### src/core/smp_defs.vh
// Purpose: constants for the shared pin priority mux
// Assumes: 8-bit register port, 4-bit address
// Notes:   owner codes count from the highest priority function down
// How it works
// RQ1: after reset every shared pin is a port input, whatever is enabled; pins are held as inputs only until the first edge after reset release.
// RQ2: A0/A1 order: analog channel, timer-one channel, keypad input, port.
// RQ3: A2 order: external interrupt, timer-one clock, keypad input, input-only port.
// RQ4: A4/A5 order: oscillator output/input, analog channel, keypad input, port.
// RQ5: B0 order: analog channel, serial peripheral clock line, port.
// RQ6: B1/B2 order: analog channel, serial data line, timer-two channel, port.
// RQ7: B3 order: analog channel, slave select, timer-two clock, port.
// RQ8: B4/B5 order: analog channel, async serial line, relocated timer-two channel, port.
// RQ9: async serial transmit only drives its pin; receive only listens.
// RQ10: relocate bit puts timer-two channels on B1/B2 or on B5/B4.
// RQ11: analog channel takes ownership but does not stop other sharers driving.
// RQ12: high-voltage detectors on A2 and C3 enter special modes.
// RQ13: software terminates unused pins as driven outputs or pulled-up inputs.
// RQ14: A3 order: reset input, keypad input, port; B6/B7: timer-one channel, port.
// RQ15: highest enabled function sets direction and output combinationally.
`ifndef SMP_DEFS_VH
`define SMP_DEFS_VH

`define SMP_ADDR_W          4
`define SMP_DATA_W          8

`define SMP_REG_PA_DATA     4'h0
`define SMP_REG_PA_DIR      4'h1
`define SMP_REG_PB_DATA     4'h2
`define SMP_REG_PB_DIR      4'h3
`define SMP_REG_SECOND_CFG  4'h4
`define SMP_REG_PA_LEVEL    4'h5
`define SMP_REG_OWNER0      4'h6
`define SMP_REG_OWNER1      4'h7
`define SMP_REG_OWNER2      4'h8
`define SMP_REG_OWNER3      4'h9
`define SMP_REG_PB_LEVEL    4'ha
`define SMP_REG_STATUS      4'hb

`define SMP_CFG2_RELOC_BIT  0
`define SMP_RESET_VALUE     8'h00

`define SMP_PIN_COUNT       14
`define SMP_FUNC_COUNT      4

`endif

### src/core/smp_pin_resolve.v
// Purpose: one pin's priority resolver
// Assumes: slot 0 is the highest priority, the port is the lowest-priority slot in use
// Notes:   analog slots claim ownership but never drive the pin
`timescale 1ns/1ps
module smp_pin_resolve #(
    parameter       N           = 4,
    parameter [3:0] ANALOG_MASK = 4'h0
) (
    input  wire [N-1:0] func_en_in,
    input  wire [N-1:0] func_oe_in,
    input  wire [N-1:0] func_out_in,
    output reg  [1:0]   owner_out,
    output reg          pin_oe_out,
    output reg          pin_out
);

    integer i;

    // walk down from slot N-1 to slot 0 so the highest enabled slot is the last to write
    always @*
    begin
        owner_out  = 2'h3;
        pin_oe_out = 1'b0;
        pin_out    = 1'b0;
        for (i = N - 1; i >= 0; i = i - 1)
        begin
            if (func_en_in[i])
            begin
                owner_out = i[1:0]; // [RQ15]
                if (!ANALOG_MASK[i])
                begin
                    // an analog winner leaves the drive to the next sharer [RQ11]
                    pin_oe_out = func_oe_in[i];
                    pin_out    = func_out_in[i];
                end
            end
        end
    end

endmodule // smp_pin_resolve

### src/core/smp_hv_detect.v
// Purpose: high-voltage detectors for the special-mode pins
// Assumes: detector levels arrive synchronous to clock_in
// Notes:   a flag stays set until the next reset
`timescale 1ns/1ps
module smp_hv_detect (
    input  wire       clock_in,
    input  wire       rst_in,
    input  wire       hv_a2_in,
    input  wire       hv_c3_in,
    output wire [1:0] special_mode_out
);

    reg [1:0] seen_q;

    always @(posedge clock_in or posedge rst_in)
    begin
        if (rst_in)
            seen_q <= 2'h0;
        else
            seen_q <= seen_q | {hv_c3_in, hv_a2_in}; // [RQ12]
    end

    assign special_mode_out = seen_q;

endmodule // smp_hv_detect

### src/core/smp_shared_pin_priority_mux.v
// Purpose: priority multiplexer for the shared port A and port B pins
// Assumes: peripheral enables and drives are synchronous to clock_in
// Notes:   pins are forced to input during reset and one cycle after it
//
// Chosen here: the address map and strobed register access.
`timescale 1ns/1ps
`include "smp_defs.vh"
module smp_shared_pin_priority_mux (
    input  wire                   clock_in,
    input  wire                   rst_in,
    input  wire [`SMP_ADDR_W-1:0] addr_in,
    input  wire [`SMP_DATA_W-1:0] wdata_in,
    input  wire                   wr_in,
    input  wire                   rd_in,
    output reg  [`SMP_DATA_W-1:0] rdata_out,
    input  wire [9:0]             analog_channel_en_in,
    input  wire [5:0]             keypad_irq_en_in,
    input  wire [3:0]             timer_one_channel_en_in,
    input  wire [3:0]             timer_one_channel_oe_in,
    input  wire [3:0]             timer_one_channel_out_in,
    input  wire [1:0]             timer_two_channel_en_in,
    input  wire [1:0]             timer_two_channel_oe_in,
    input  wire [1:0]             timer_two_channel_out_in,
    input  wire                   timer_one_ext_clock_en_in,
    input  wire                   timer_two_ext_clock_en_in,
    input  wire                   ext_irq_en_in,
    input  wire                   reset_pin_en_in,
    input  wire                   oscillator_output_en_in,
    input  wire                   oscillator_output_clk_in,
    input  wire                   oscillator_input_en_in,
    input  wire                   spi_en_in,
    input  wire                   serial_periph_clock_line_oe_in,
    input  wire                   serial_periph_clock_line_out_in,
    input  wire                   spi_mosi_oe_in,
    input  wire                   spi_mosi_out_in,
    input  wire                   spi_miso_oe_in,
    input  wire                   spi_miso_out_in,
    input  wire                   spi_slave_select_en_in,
    input  wire                   async_serial_rx_en_in,
    input  wire                   async_serial_tx_en_in,
    input  wire                   async_serial_tx_out_in,
    input  wire [5:0]             port_a_pin_in,
    output wire [5:0]             port_a_pin_out,
    output wire [5:0]             port_a_oe_out,
    input  wire [7:0]             port_b_pin_in,
    output wire [7:0]             port_b_pin_out,
    output wire [7:0]             port_b_oe_out,
    input  wire                   port_a_bit_two_hv_in,
    input  wire                   port_c_bit_three_hv_in,
    output wire [1:0]             special_mode_out
);

    localparam NP = `SMP_PIN_COUNT;
    localparam NF = `SMP_FUNC_COUNT;

    // analog slots per pin, pin 0..5 = A0..A5, pin 6..13 = B0..B7
    localparam [4*NP-1:0] ANA_MAP = {4'h0, 4'h0, 4'h1, 4'h1, 4'h1, 4'h1, 4'h1, 4'h1,
                                     4'h2, 4'h2, 4'h0, 4'h0, 4'h1, 4'h1};

    ////////////////////////////////////////////////////////////////////////////////
    // registers

    reg [5:0] pa_data_q;
    reg [5:0] pa_dir_q;
    reg [7:0] pb_data_q;
    reg [7:0] pb_dir_q;
    reg       timer_two_relocate_bit_q;
    reg       ready_q;
    reg [`SMP_DATA_W-1:0] rdata_d;

    wire [2*NP-1:0] owner;
    wire [NP-1:0]   res_oe;
    wire [NP-1:0]   res_out;

    always @(posedge clock_in or posedge rst_in)
    begin
        if (rst_in)
        begin
            pa_data_q                <= 6'h00; // [RQ1]
            pa_dir_q                 <= 6'h00; // [RQ1]
            pb_data_q                <= `SMP_RESET_VALUE;
            pb_dir_q                 <= `SMP_RESET_VALUE; // [RQ1]
            timer_two_relocate_bit_q <= 1'b0;
            ready_q                  <= 1'b0;
            rdata_out                <= `SMP_RESET_VALUE;
        end
        else
        begin
            ready_q   <= 1'b1;
            rdata_out <= rdata_d;
            if (wr_in)
            begin
                case (addr_in)
                    `SMP_REG_PA_DATA: pa_data_q <= wdata_in[5:0];
                    `SMP_REG_PA_DIR:  pa_dir_q  <= wdata_in[5:0];
                    `SMP_REG_PB_DATA: pb_data_q <= wdata_in;
                    `SMP_REG_PB_DIR:  pb_dir_q  <= wdata_in;
                    `SMP_REG_SECOND_CFG: timer_two_relocate_bit_q <= wdata_in[`SMP_CFG2_RELOC_BIT];
                    default:          ready_q <= 1'b1;
                endcase
            end
        end
    end

    // read data stand only in the cycle after the strobe
    always @*
    begin
        rdata_d = `SMP_RESET_VALUE;
        if (rd_in)
        begin
            case (addr_in)
                `SMP_REG_PA_DATA:  rdata_d = {2'h0, pa_data_q};
                `SMP_REG_PA_DIR:   rdata_d = {2'h0, pa_dir_q};
                `SMP_REG_PB_DATA:  rdata_d = pb_data_q;
                `SMP_REG_PB_DIR:   rdata_d = pb_dir_q;
                `SMP_REG_SECOND_CFG: rdata_d = {7'h00, timer_two_relocate_bit_q};
                `SMP_REG_PA_LEVEL: rdata_d = {2'h0, port_a_pin_in};
                `SMP_REG_OWNER0:   rdata_d = owner[7:0];
                `SMP_REG_OWNER1:   rdata_d = owner[15:8];
                `SMP_REG_OWNER2:   rdata_d = owner[23:16];
                `SMP_REG_OWNER3:   rdata_d = {4'h0, owner[27:24]};
                `SMP_REG_PB_LEVEL: rdata_d = port_b_pin_in;
                `SMP_REG_STATUS:   rdata_d = {6'h00, special_mode_out};
                default:           rdata_d = `SMP_RESET_VALUE;
            endcase
        end
    end

    ////////////////////////////////////////////////////////////////////////////////
    // function slots per pin, slot 0 highest priority

    reg [NF*NP-1:0] en;
    reg [NF*NP-1:0] oe;
    reg [NF*NP-1:0] dout;
    wire            t2_on_b12;
    wire            t2_on_b54;

    assign t2_on_b12 = ~timer_two_relocate_bit_q; // [RQ10]
    assign t2_on_b54 = timer_two_relocate_bit_q;  // [RQ10]

    always @*
    begin
        en   = {NF*NP{1'b0}};
        oe   = {NF*NP{1'b0}};
        dout = {NF*NP{1'b0}};
        // A0 and A1 [RQ2]
        en[3:0]    = {1'b1,
                      keypad_irq_en_in[0],
                      timer_one_channel_en_in[0],
                      analog_channel_en_in[0]};
        oe[3:0]    = {pa_dir_q[0],
                      1'b0,
                      timer_one_channel_oe_in[0],
                      1'b0};
        dout[3:0]  = {pa_data_q[0],
                      1'b0,
                      timer_one_channel_out_in[0],
                      1'b0};
        en[7:4]    = {1'b1,
                      keypad_irq_en_in[1],
                      timer_one_channel_en_in[1],
                      analog_channel_en_in[1]};
        oe[7:4]    = {pa_dir_q[1],
                      1'b0,
                      timer_one_channel_oe_in[1],
                      1'b0};
        dout[7:4]  = {pa_data_q[1],
                      1'b0,
                      timer_one_channel_out_in[1],
                      1'b0};
        // A2 is input only in every function [RQ3]
        en[11:8]   = {1'b1,
                      keypad_irq_en_in[2],
                      timer_one_ext_clock_en_in,
                      ext_irq_en_in};
        // A3 [RQ14]
        en[15:12]  = {1'b0,
                      1'b1,
                      keypad_irq_en_in[3],
                      reset_pin_en_in};
        oe[15:12]  = {1'b0,
                      pa_dir_q[3],
                      2'h0};
        dout[15:12] = {1'b0, pa_data_q[3], 2'h0};
        // A4 and A5 [RQ4]
        en[19:16]  = {1'b1,
                      keypad_irq_en_in[4],
                      analog_channel_en_in[2],
                      oscillator_output_en_in};
        oe[19:16]  = {pa_dir_q[4],
                      2'h0,
                      1'b1};
        dout[19:16] = {pa_data_q[4], 2'h0, oscillator_output_clk_in};
        en[23:20]  = {1'b1,
                      keypad_irq_en_in[5],
                      analog_channel_en_in[3],
                      oscillator_input_en_in};
        oe[23:20]  = {pa_dir_q[5],
                      3'h0};
        dout[23:20] = {pa_data_q[5], 3'h0};
        // B0 [RQ5]
        en[27:24]  = {1'b0,
                      1'b1,
                      spi_en_in,
                      analog_channel_en_in[4]};
        oe[27:24]  = {1'b0,
                      pb_dir_q[0],
                      serial_periph_clock_line_oe_in,
                      1'b0};
        dout[27:24] = {1'b0, pb_data_q[0], serial_periph_clock_line_out_in, 1'b0};
        // B1 and B2 [RQ6]
        en[31:28]  = {1'b1,
                      timer_two_channel_en_in[1] & t2_on_b12,
                      spi_en_in,
                      analog_channel_en_in[5]};
        oe[31:28]  = {pb_dir_q[1],
                      timer_two_channel_oe_in[1],
                      spi_mosi_oe_in,
                      1'b0};
        dout[31:28] = {pb_data_q[1], timer_two_channel_out_in[1], spi_mosi_out_in, 1'b0};
        en[35:32]  = {1'b1,
                      timer_two_channel_en_in[0] & t2_on_b12,
                      spi_en_in,
                      analog_channel_en_in[6]};
        oe[35:32]  = {pb_dir_q[2],
                      timer_two_channel_oe_in[0],
                      spi_miso_oe_in,
                      1'b0};
        dout[35:32] = {pb_data_q[2], timer_two_channel_out_in[0], spi_miso_out_in, 1'b0};
        // B3 [RQ7]
        en[39:36]  = {1'b1,
                      timer_two_ext_clock_en_in,
                      spi_slave_select_en_in,
                      analog_channel_en_in[7]};
        oe[39:36]  = {pb_dir_q[3],
                      3'h0};
        dout[39:36] = {pb_data_q[3], 3'h0};
        // B4 and B5 [RQ8]
        en[43:40]  = {1'b1,
                      timer_two_channel_en_in[0] & t2_on_b54,
                      async_serial_rx_en_in,
                      analog_channel_en_in[8]};
        oe[43:40]  = {pb_dir_q[4],
                      timer_two_channel_oe_in[0],
                      1'b0,
                      1'b0}; // [RQ9]
        dout[43:40] = {pb_data_q[4], timer_two_channel_out_in[0], 2'h0};
        en[47:44]  = {1'b1,
                      timer_two_channel_en_in[1] & t2_on_b54,
                      async_serial_tx_en_in,
                      analog_channel_en_in[9]};
        oe[47:44]  = {pb_dir_q[5],
                      timer_two_channel_oe_in[1],
                      1'b1,
                      1'b0}; // [RQ9]
        dout[47:44] = {pb_data_q[5], timer_two_channel_out_in[1], async_serial_tx_out_in, 1'b0};
        // B6 and B7 [RQ14]
        en[51:48]  = {2'h0,
                      1'b1,
                      timer_one_channel_en_in[2]};
        oe[51:48]  = {2'h0,
                      pb_dir_q[6],
                      timer_one_channel_oe_in[2]};
        dout[51:48] = {2'h0, pb_data_q[6], timer_one_channel_out_in[2]};
        en[55:52]  = {2'h0,
                      1'b1,
                      timer_one_channel_en_in[3]};
        oe[55:52]  = {2'h0,
                      pb_dir_q[7],
                      timer_one_channel_oe_in[3]};
        dout[55:52] = {2'h0, pb_data_q[7], timer_one_channel_out_in[3]};
    end

    ////////////////////////////////////////////////////////////////////////////////
    // resolvers

    genvar g;
    generate
        for (g = 0; g < NP; g = g + 1)
        begin : g_pin
            smp_pin_resolve #(
                .N           (NF),
                .ANALOG_MASK (ANA_MAP[4*g +: 4])
            ) u_res (
                .func_en_in  (en[NF*g +: NF]),
                .func_oe_in  (oe[NF*g +: NF]),
                .func_out_in (dout[NF*g +: NF]),
                .owner_out   (owner[2*g +: 2]),
                .pin_oe_out  (res_oe[g]),
                .pin_out     (res_out[g])
            ); // [RQ15]
        end
    endgenerate

    // no pin drives until the first cycle after reset release [RQ1]
    assign port_a_oe_out  = ready_q ? res_oe[5:0] : 6'h00;
    assign port_b_oe_out  = ready_q ? res_oe[13:6] : 8'h00;
    assign port_a_pin_out = ready_q ? res_out[5:0] : 6'h00;
    assign port_b_pin_out = ready_q ? res_out[13:6] : 8'h00;

    ////////////////////////////////////////////////////////////////////////////////
    // special mode entry

    smp_hv_detect u_hv (
        .clock_in         (clock_in),
        .rst_in           (rst_in),
        .hv_a2_in         (port_a_bit_two_hv_in),
        .hv_c3_in         (port_c_bit_three_hv_in),
        .special_mode_out (special_mode_out)
    ); // [RQ12]

endmodule // smp_shared_pin_priority_mux

### config.mk
export PLATFORM = sky130hd
export DESIGN_NAME = smp_shared_pin_priority_mux
export DESIGN_NICKNAME = d
export VERILOG_FILES = /design/src/core/smp_pin_resolve.v /design/src/core/smp_hv_detect.v /design/src/core/smp_shared_pin_priority_mux.v
export VERILOG_INCLUDE_DIRS = /design/src /design/src/core
export SDC_FILE = /design/constraint.sdc
export NUM_CORES = 1
export LEC_CHECK = 0
export ABC_AREA = 1
export BUFFER_PORTS_ARGS = -buffer_cell sky130_fd_sc_hd__buf_2
export CORE_MARGIN = 3
export CORE_UTILIZATION = 31
export CTS_CLUSTER_SIZE = 40
export DETAILED_ROUTE_END_ITERATION = 8
export HOLD_SLACK_MARGIN = 0.06
export PLACE_DENSITY_LB_ADDON = 0.12
export SLEW_MARGIN = 30
export SYNTH_ARGS = -nofsm -noshare
export SYNTH_HDL_FRONTEND = slang
export SYNTH_HIERARCHICAL = 1
export SYNTH_SLANG_ARGS = --single-unit
### constraint.sdc
create_clock -name clock_in -period 1.3 [get_ports clock_in]
set_input_delay 0.195 -clock clock_in [delete_from_list [all_inputs] [get_ports clock_in]]
set_output_delay 0.195 -clock clock_in [all_outputs]
set_load 0.1 [all_outputs]
==> key figures <==
Clock network
  • Clk slew on worst S/H paths: 60 ps
  • Clk_lat worst skew: between 200 and 300 ps
  • H-tree depth: 2
  • Num CTS Buffers: 5
  • CTS tree: built
  • Sink Count: 40
  • Root buffer cell: clkbuf_16
  • Clock Path Buffers: 2

Placed design
  • Detail Placement HPWL: 9655 um
  • Gpl congestion: slightly below 0.9
  • PortBufs: around 120
  • Dpl ws: -250.5 ps
  • Post-DP Area: 5612 sq um

Logic synthesis
  • Mapped Area: between 3000 and 4000 sq um
  • Avg Cell Area, Syn: approximately 5.7 sq um
  • Top cell type's share of synthesized area: 27.12%
  • Ys Warns: 6
  • Seq/Total Area, Yosys: roughly 27%
  • Cells after synthesis: between 600 and 700
  • Leading area contributor after synthesis: dfrtp_1
  • Ranking of synthesized cells by area: dfrtp_1 27%, nand2_1 22%, nand3_1 12%
  • #FFs+latches synth: 40
  • Synth cell types: 21

Global route
  • Grt met1 use: a little under a quarter
  • Top Usage Layer GRT: met2
  • Initial antenna violation count: 0
  • Tot GR Track Use: a little under a fifth
  • Number of global-route vias before repair: between 4000 and 5000
  • GR met3 Demand/Resource: between 3 and 4%
  • Overflow after GRT: 0
  • Largest net degree at the start of global routing: 39
  • GR Util met2: between 30% and 40%
  • First-pass GRT wire length: roughly 20000 um

Final layout
  • ANT cells: 0
  • Final Util: 53.36%
  • Fraction of layout cells with a size suffix above 1: 35.17%
  • Commonest non-fill, non-tap cell in the layout: nand2_1
  • Area growth, synth to finish: 66.47%
  • Commonest non-fill, non-tap cells in the layout: 184 x nand2_1, 90 x conb_1, 86 x buf_2, 80 x nor2_1, 79 x nand3_1
  • Post-layout nets: between 900 and 1000
  • Finished Cell Area: between 6000 and 7000 sq um

Floorplanning
  • Initial Utilization: between 30% and 40%
  • I/O pins: 122
  • Core area: roughly 12000 sq um
  • Chip height: between 100 and 150 um
  • Die area: around 13000 sq um
  • FP Rows: 39
  • Die Width: between 100 and 150 um

Run status
  • Status: complete, but fails checks
  • Failing checks: setup timing

STA
  • Hold Vio Cnt, Final: 0
  • Pins Over Slew Limit: 0
  • # setup viols final: 27
  • Crit path time final: around 1700 ps
  • RSZ-0062 raised after global routing: true
  • Worst setup margin: -403.1 ps
  • Least-Margin Pin Slew: about 500 ps
  • Slew margin rel.: about two thirds
  • Period utilisation layout: 131.0%
  • Clk_skew: 7.696 ps
  • Peak Freq: about 0.59 GHz

Power
  • Tot Pwr: 5247 uW
  • Worst VDD drop: approximately 0.71 mV
  • P_leak: approximately 0.0035 uW
  • PwrDens: 853.9 nW/um^2

Critical path
  • Critical Path Fanout Max: 5
  • Worst Setup End Kind: output port
  • Crit path DAT: 1510 ps
  • WP data required: approximately 1100 ps
  • Setup CP Type: reg2out
  • Startpoint types: register

Hold path
  • Hold crit path type: in2reg

Drt
  • Routed WL per cell: between 10 and 15 um
  • DR DRC count: 0
  • Vias per Instance: approximately 4.4
  • Final ANT Viol Nets: 0
  • First-pass DRT Iterations: 4
  • Vias: 4550
  • DRT iter0 DRCs: roughly 250
  • DRT Wirelength: between 10000 and 15000 um

Flow run
  • Max_cap viols: 0
[kinds of logic (layout without fill, tap and decap cells)]
group           Yosys count  count (layout)  share of synthesized area [%]
simple gates            420             420                          48.37
other cells               2              90                         0.2035
buf+inv                 135             288                          15.02
flops                    40              40                          27.12
compound gates           52              52                          9.288
[synth_stat cells]
| library cell | n |
|---|---|
| nand2_1 | 216 |
| inv_1 | 106 |
| nor2_1 | 92 |
| nand3_1 | 88 |
| dfrtp_1 | 40 |
| a21oi_1 | 23 |
| o21ai_2 | 22 |
| inv_2 | 15 |
| nand2_2 | 8 |
| nor2_2 | 6 |
| buf_2 | 5 |
| buf_6 | 5 |
| nand3_2 | 4 |
| nor2_4 | 4 |
| o21ai_0 | 4 |
| clkbuf_1 | 3 |
| o21ai_1 | 3 |
| conb_1 | 2 |
| buf_4 | 1 |
| nand2_4 | 1 |
| nor3_1 | 1 |
[where the power goes]
part	switching, uW	internal, uW	leakage, uW
clock	478	766	0.0000712
sequential	184	1450	0.000504
combinational	1470	899	0.00292
[worst max-delay path, cell delays in order, from the launching register on]
cell and delay [ps]:
dfrtp_2 480, nor2_4 150, nor2_1 70, nand2_1 80, nand3_1 100, nand2_2 90
clkinvlp_4 90, buf_12 170
[layout make-up]
type,count,area (sq um)
Fill cell,1173,5371
Multi-Input combinational cell,562,2748
Timing Repair Buffer,159,1511
Sequential cell,40,1006
Inverter,121,554.3
Tap cell,143,178.9
Clock buffer,8,146.4
[timing repair]
item | in CTS | in global routing
cloned | 3 | 0
hold endpoints to repair | 40 | 0
setup buffers | 13 | 2
endpoints found under the setup margin | 27 | 33
hold buffers | 1 | 0
resized for setup | 40 | 25
pin swaps | 6 | 28
[path summary, 6_finish.rpt]
check	from	endpoint	slack (ps)	cells past startpoint
max	t2_on_b54$_DFFE_PP0P_	port_b_oe_out[2]	-400	7
min	port_a_bit_two_hv_in	u_hv/special_mode_out[0]$_DFF_PP0_	90	3
max reg2reg	t2_on_b54$_DFFE_PP0P_	rdata_out[4]$_DFF_PP0_	-10	10
min reg2reg	pa_dir_q[2]$_DFFE_PP0P_	pa_dir_q[2]$_DFFE_PP0P_	490	2
max in group asynchronous	rst_in	t2_on_b54$_DFFE_PP0P_	570	4
min in group asynchronous	rst_in	u_hv/special_mode_out[0]$_DFF_PP0_	310	3
[per-layer routing]
layer	part of all wire [%]	routed length, um	up-vias
li1	-	-	2373
met1	42	5441	2050
met2	50	6430	111
met3	5.8	742	16
met4	1.6	208	0
met5	0	0	-
[metrics by stage]
stage	setup TNS [ps]	hold slack (ps)	std cells
after global placement	-1451	57.93	1008
after global routing	-8234	112.9	1033
after floorplan	-1274	-63.78	737
final	-6638	90.32	1033
after CTS	-7020	93.30	1033
after detailed placement	-2520	68.92	1008
[flip-flops by register name, indices dropped and copies added, names as in the netlist]
name,flops
pb_data_q,8
t2_on_b54,1
u_hv/special_mode_out,2
pa_data_q,6
rdata_out,8
pb_dir_q,8
ready_q,1
pa_dir_q,6
(Power assumes the default switching activity.)
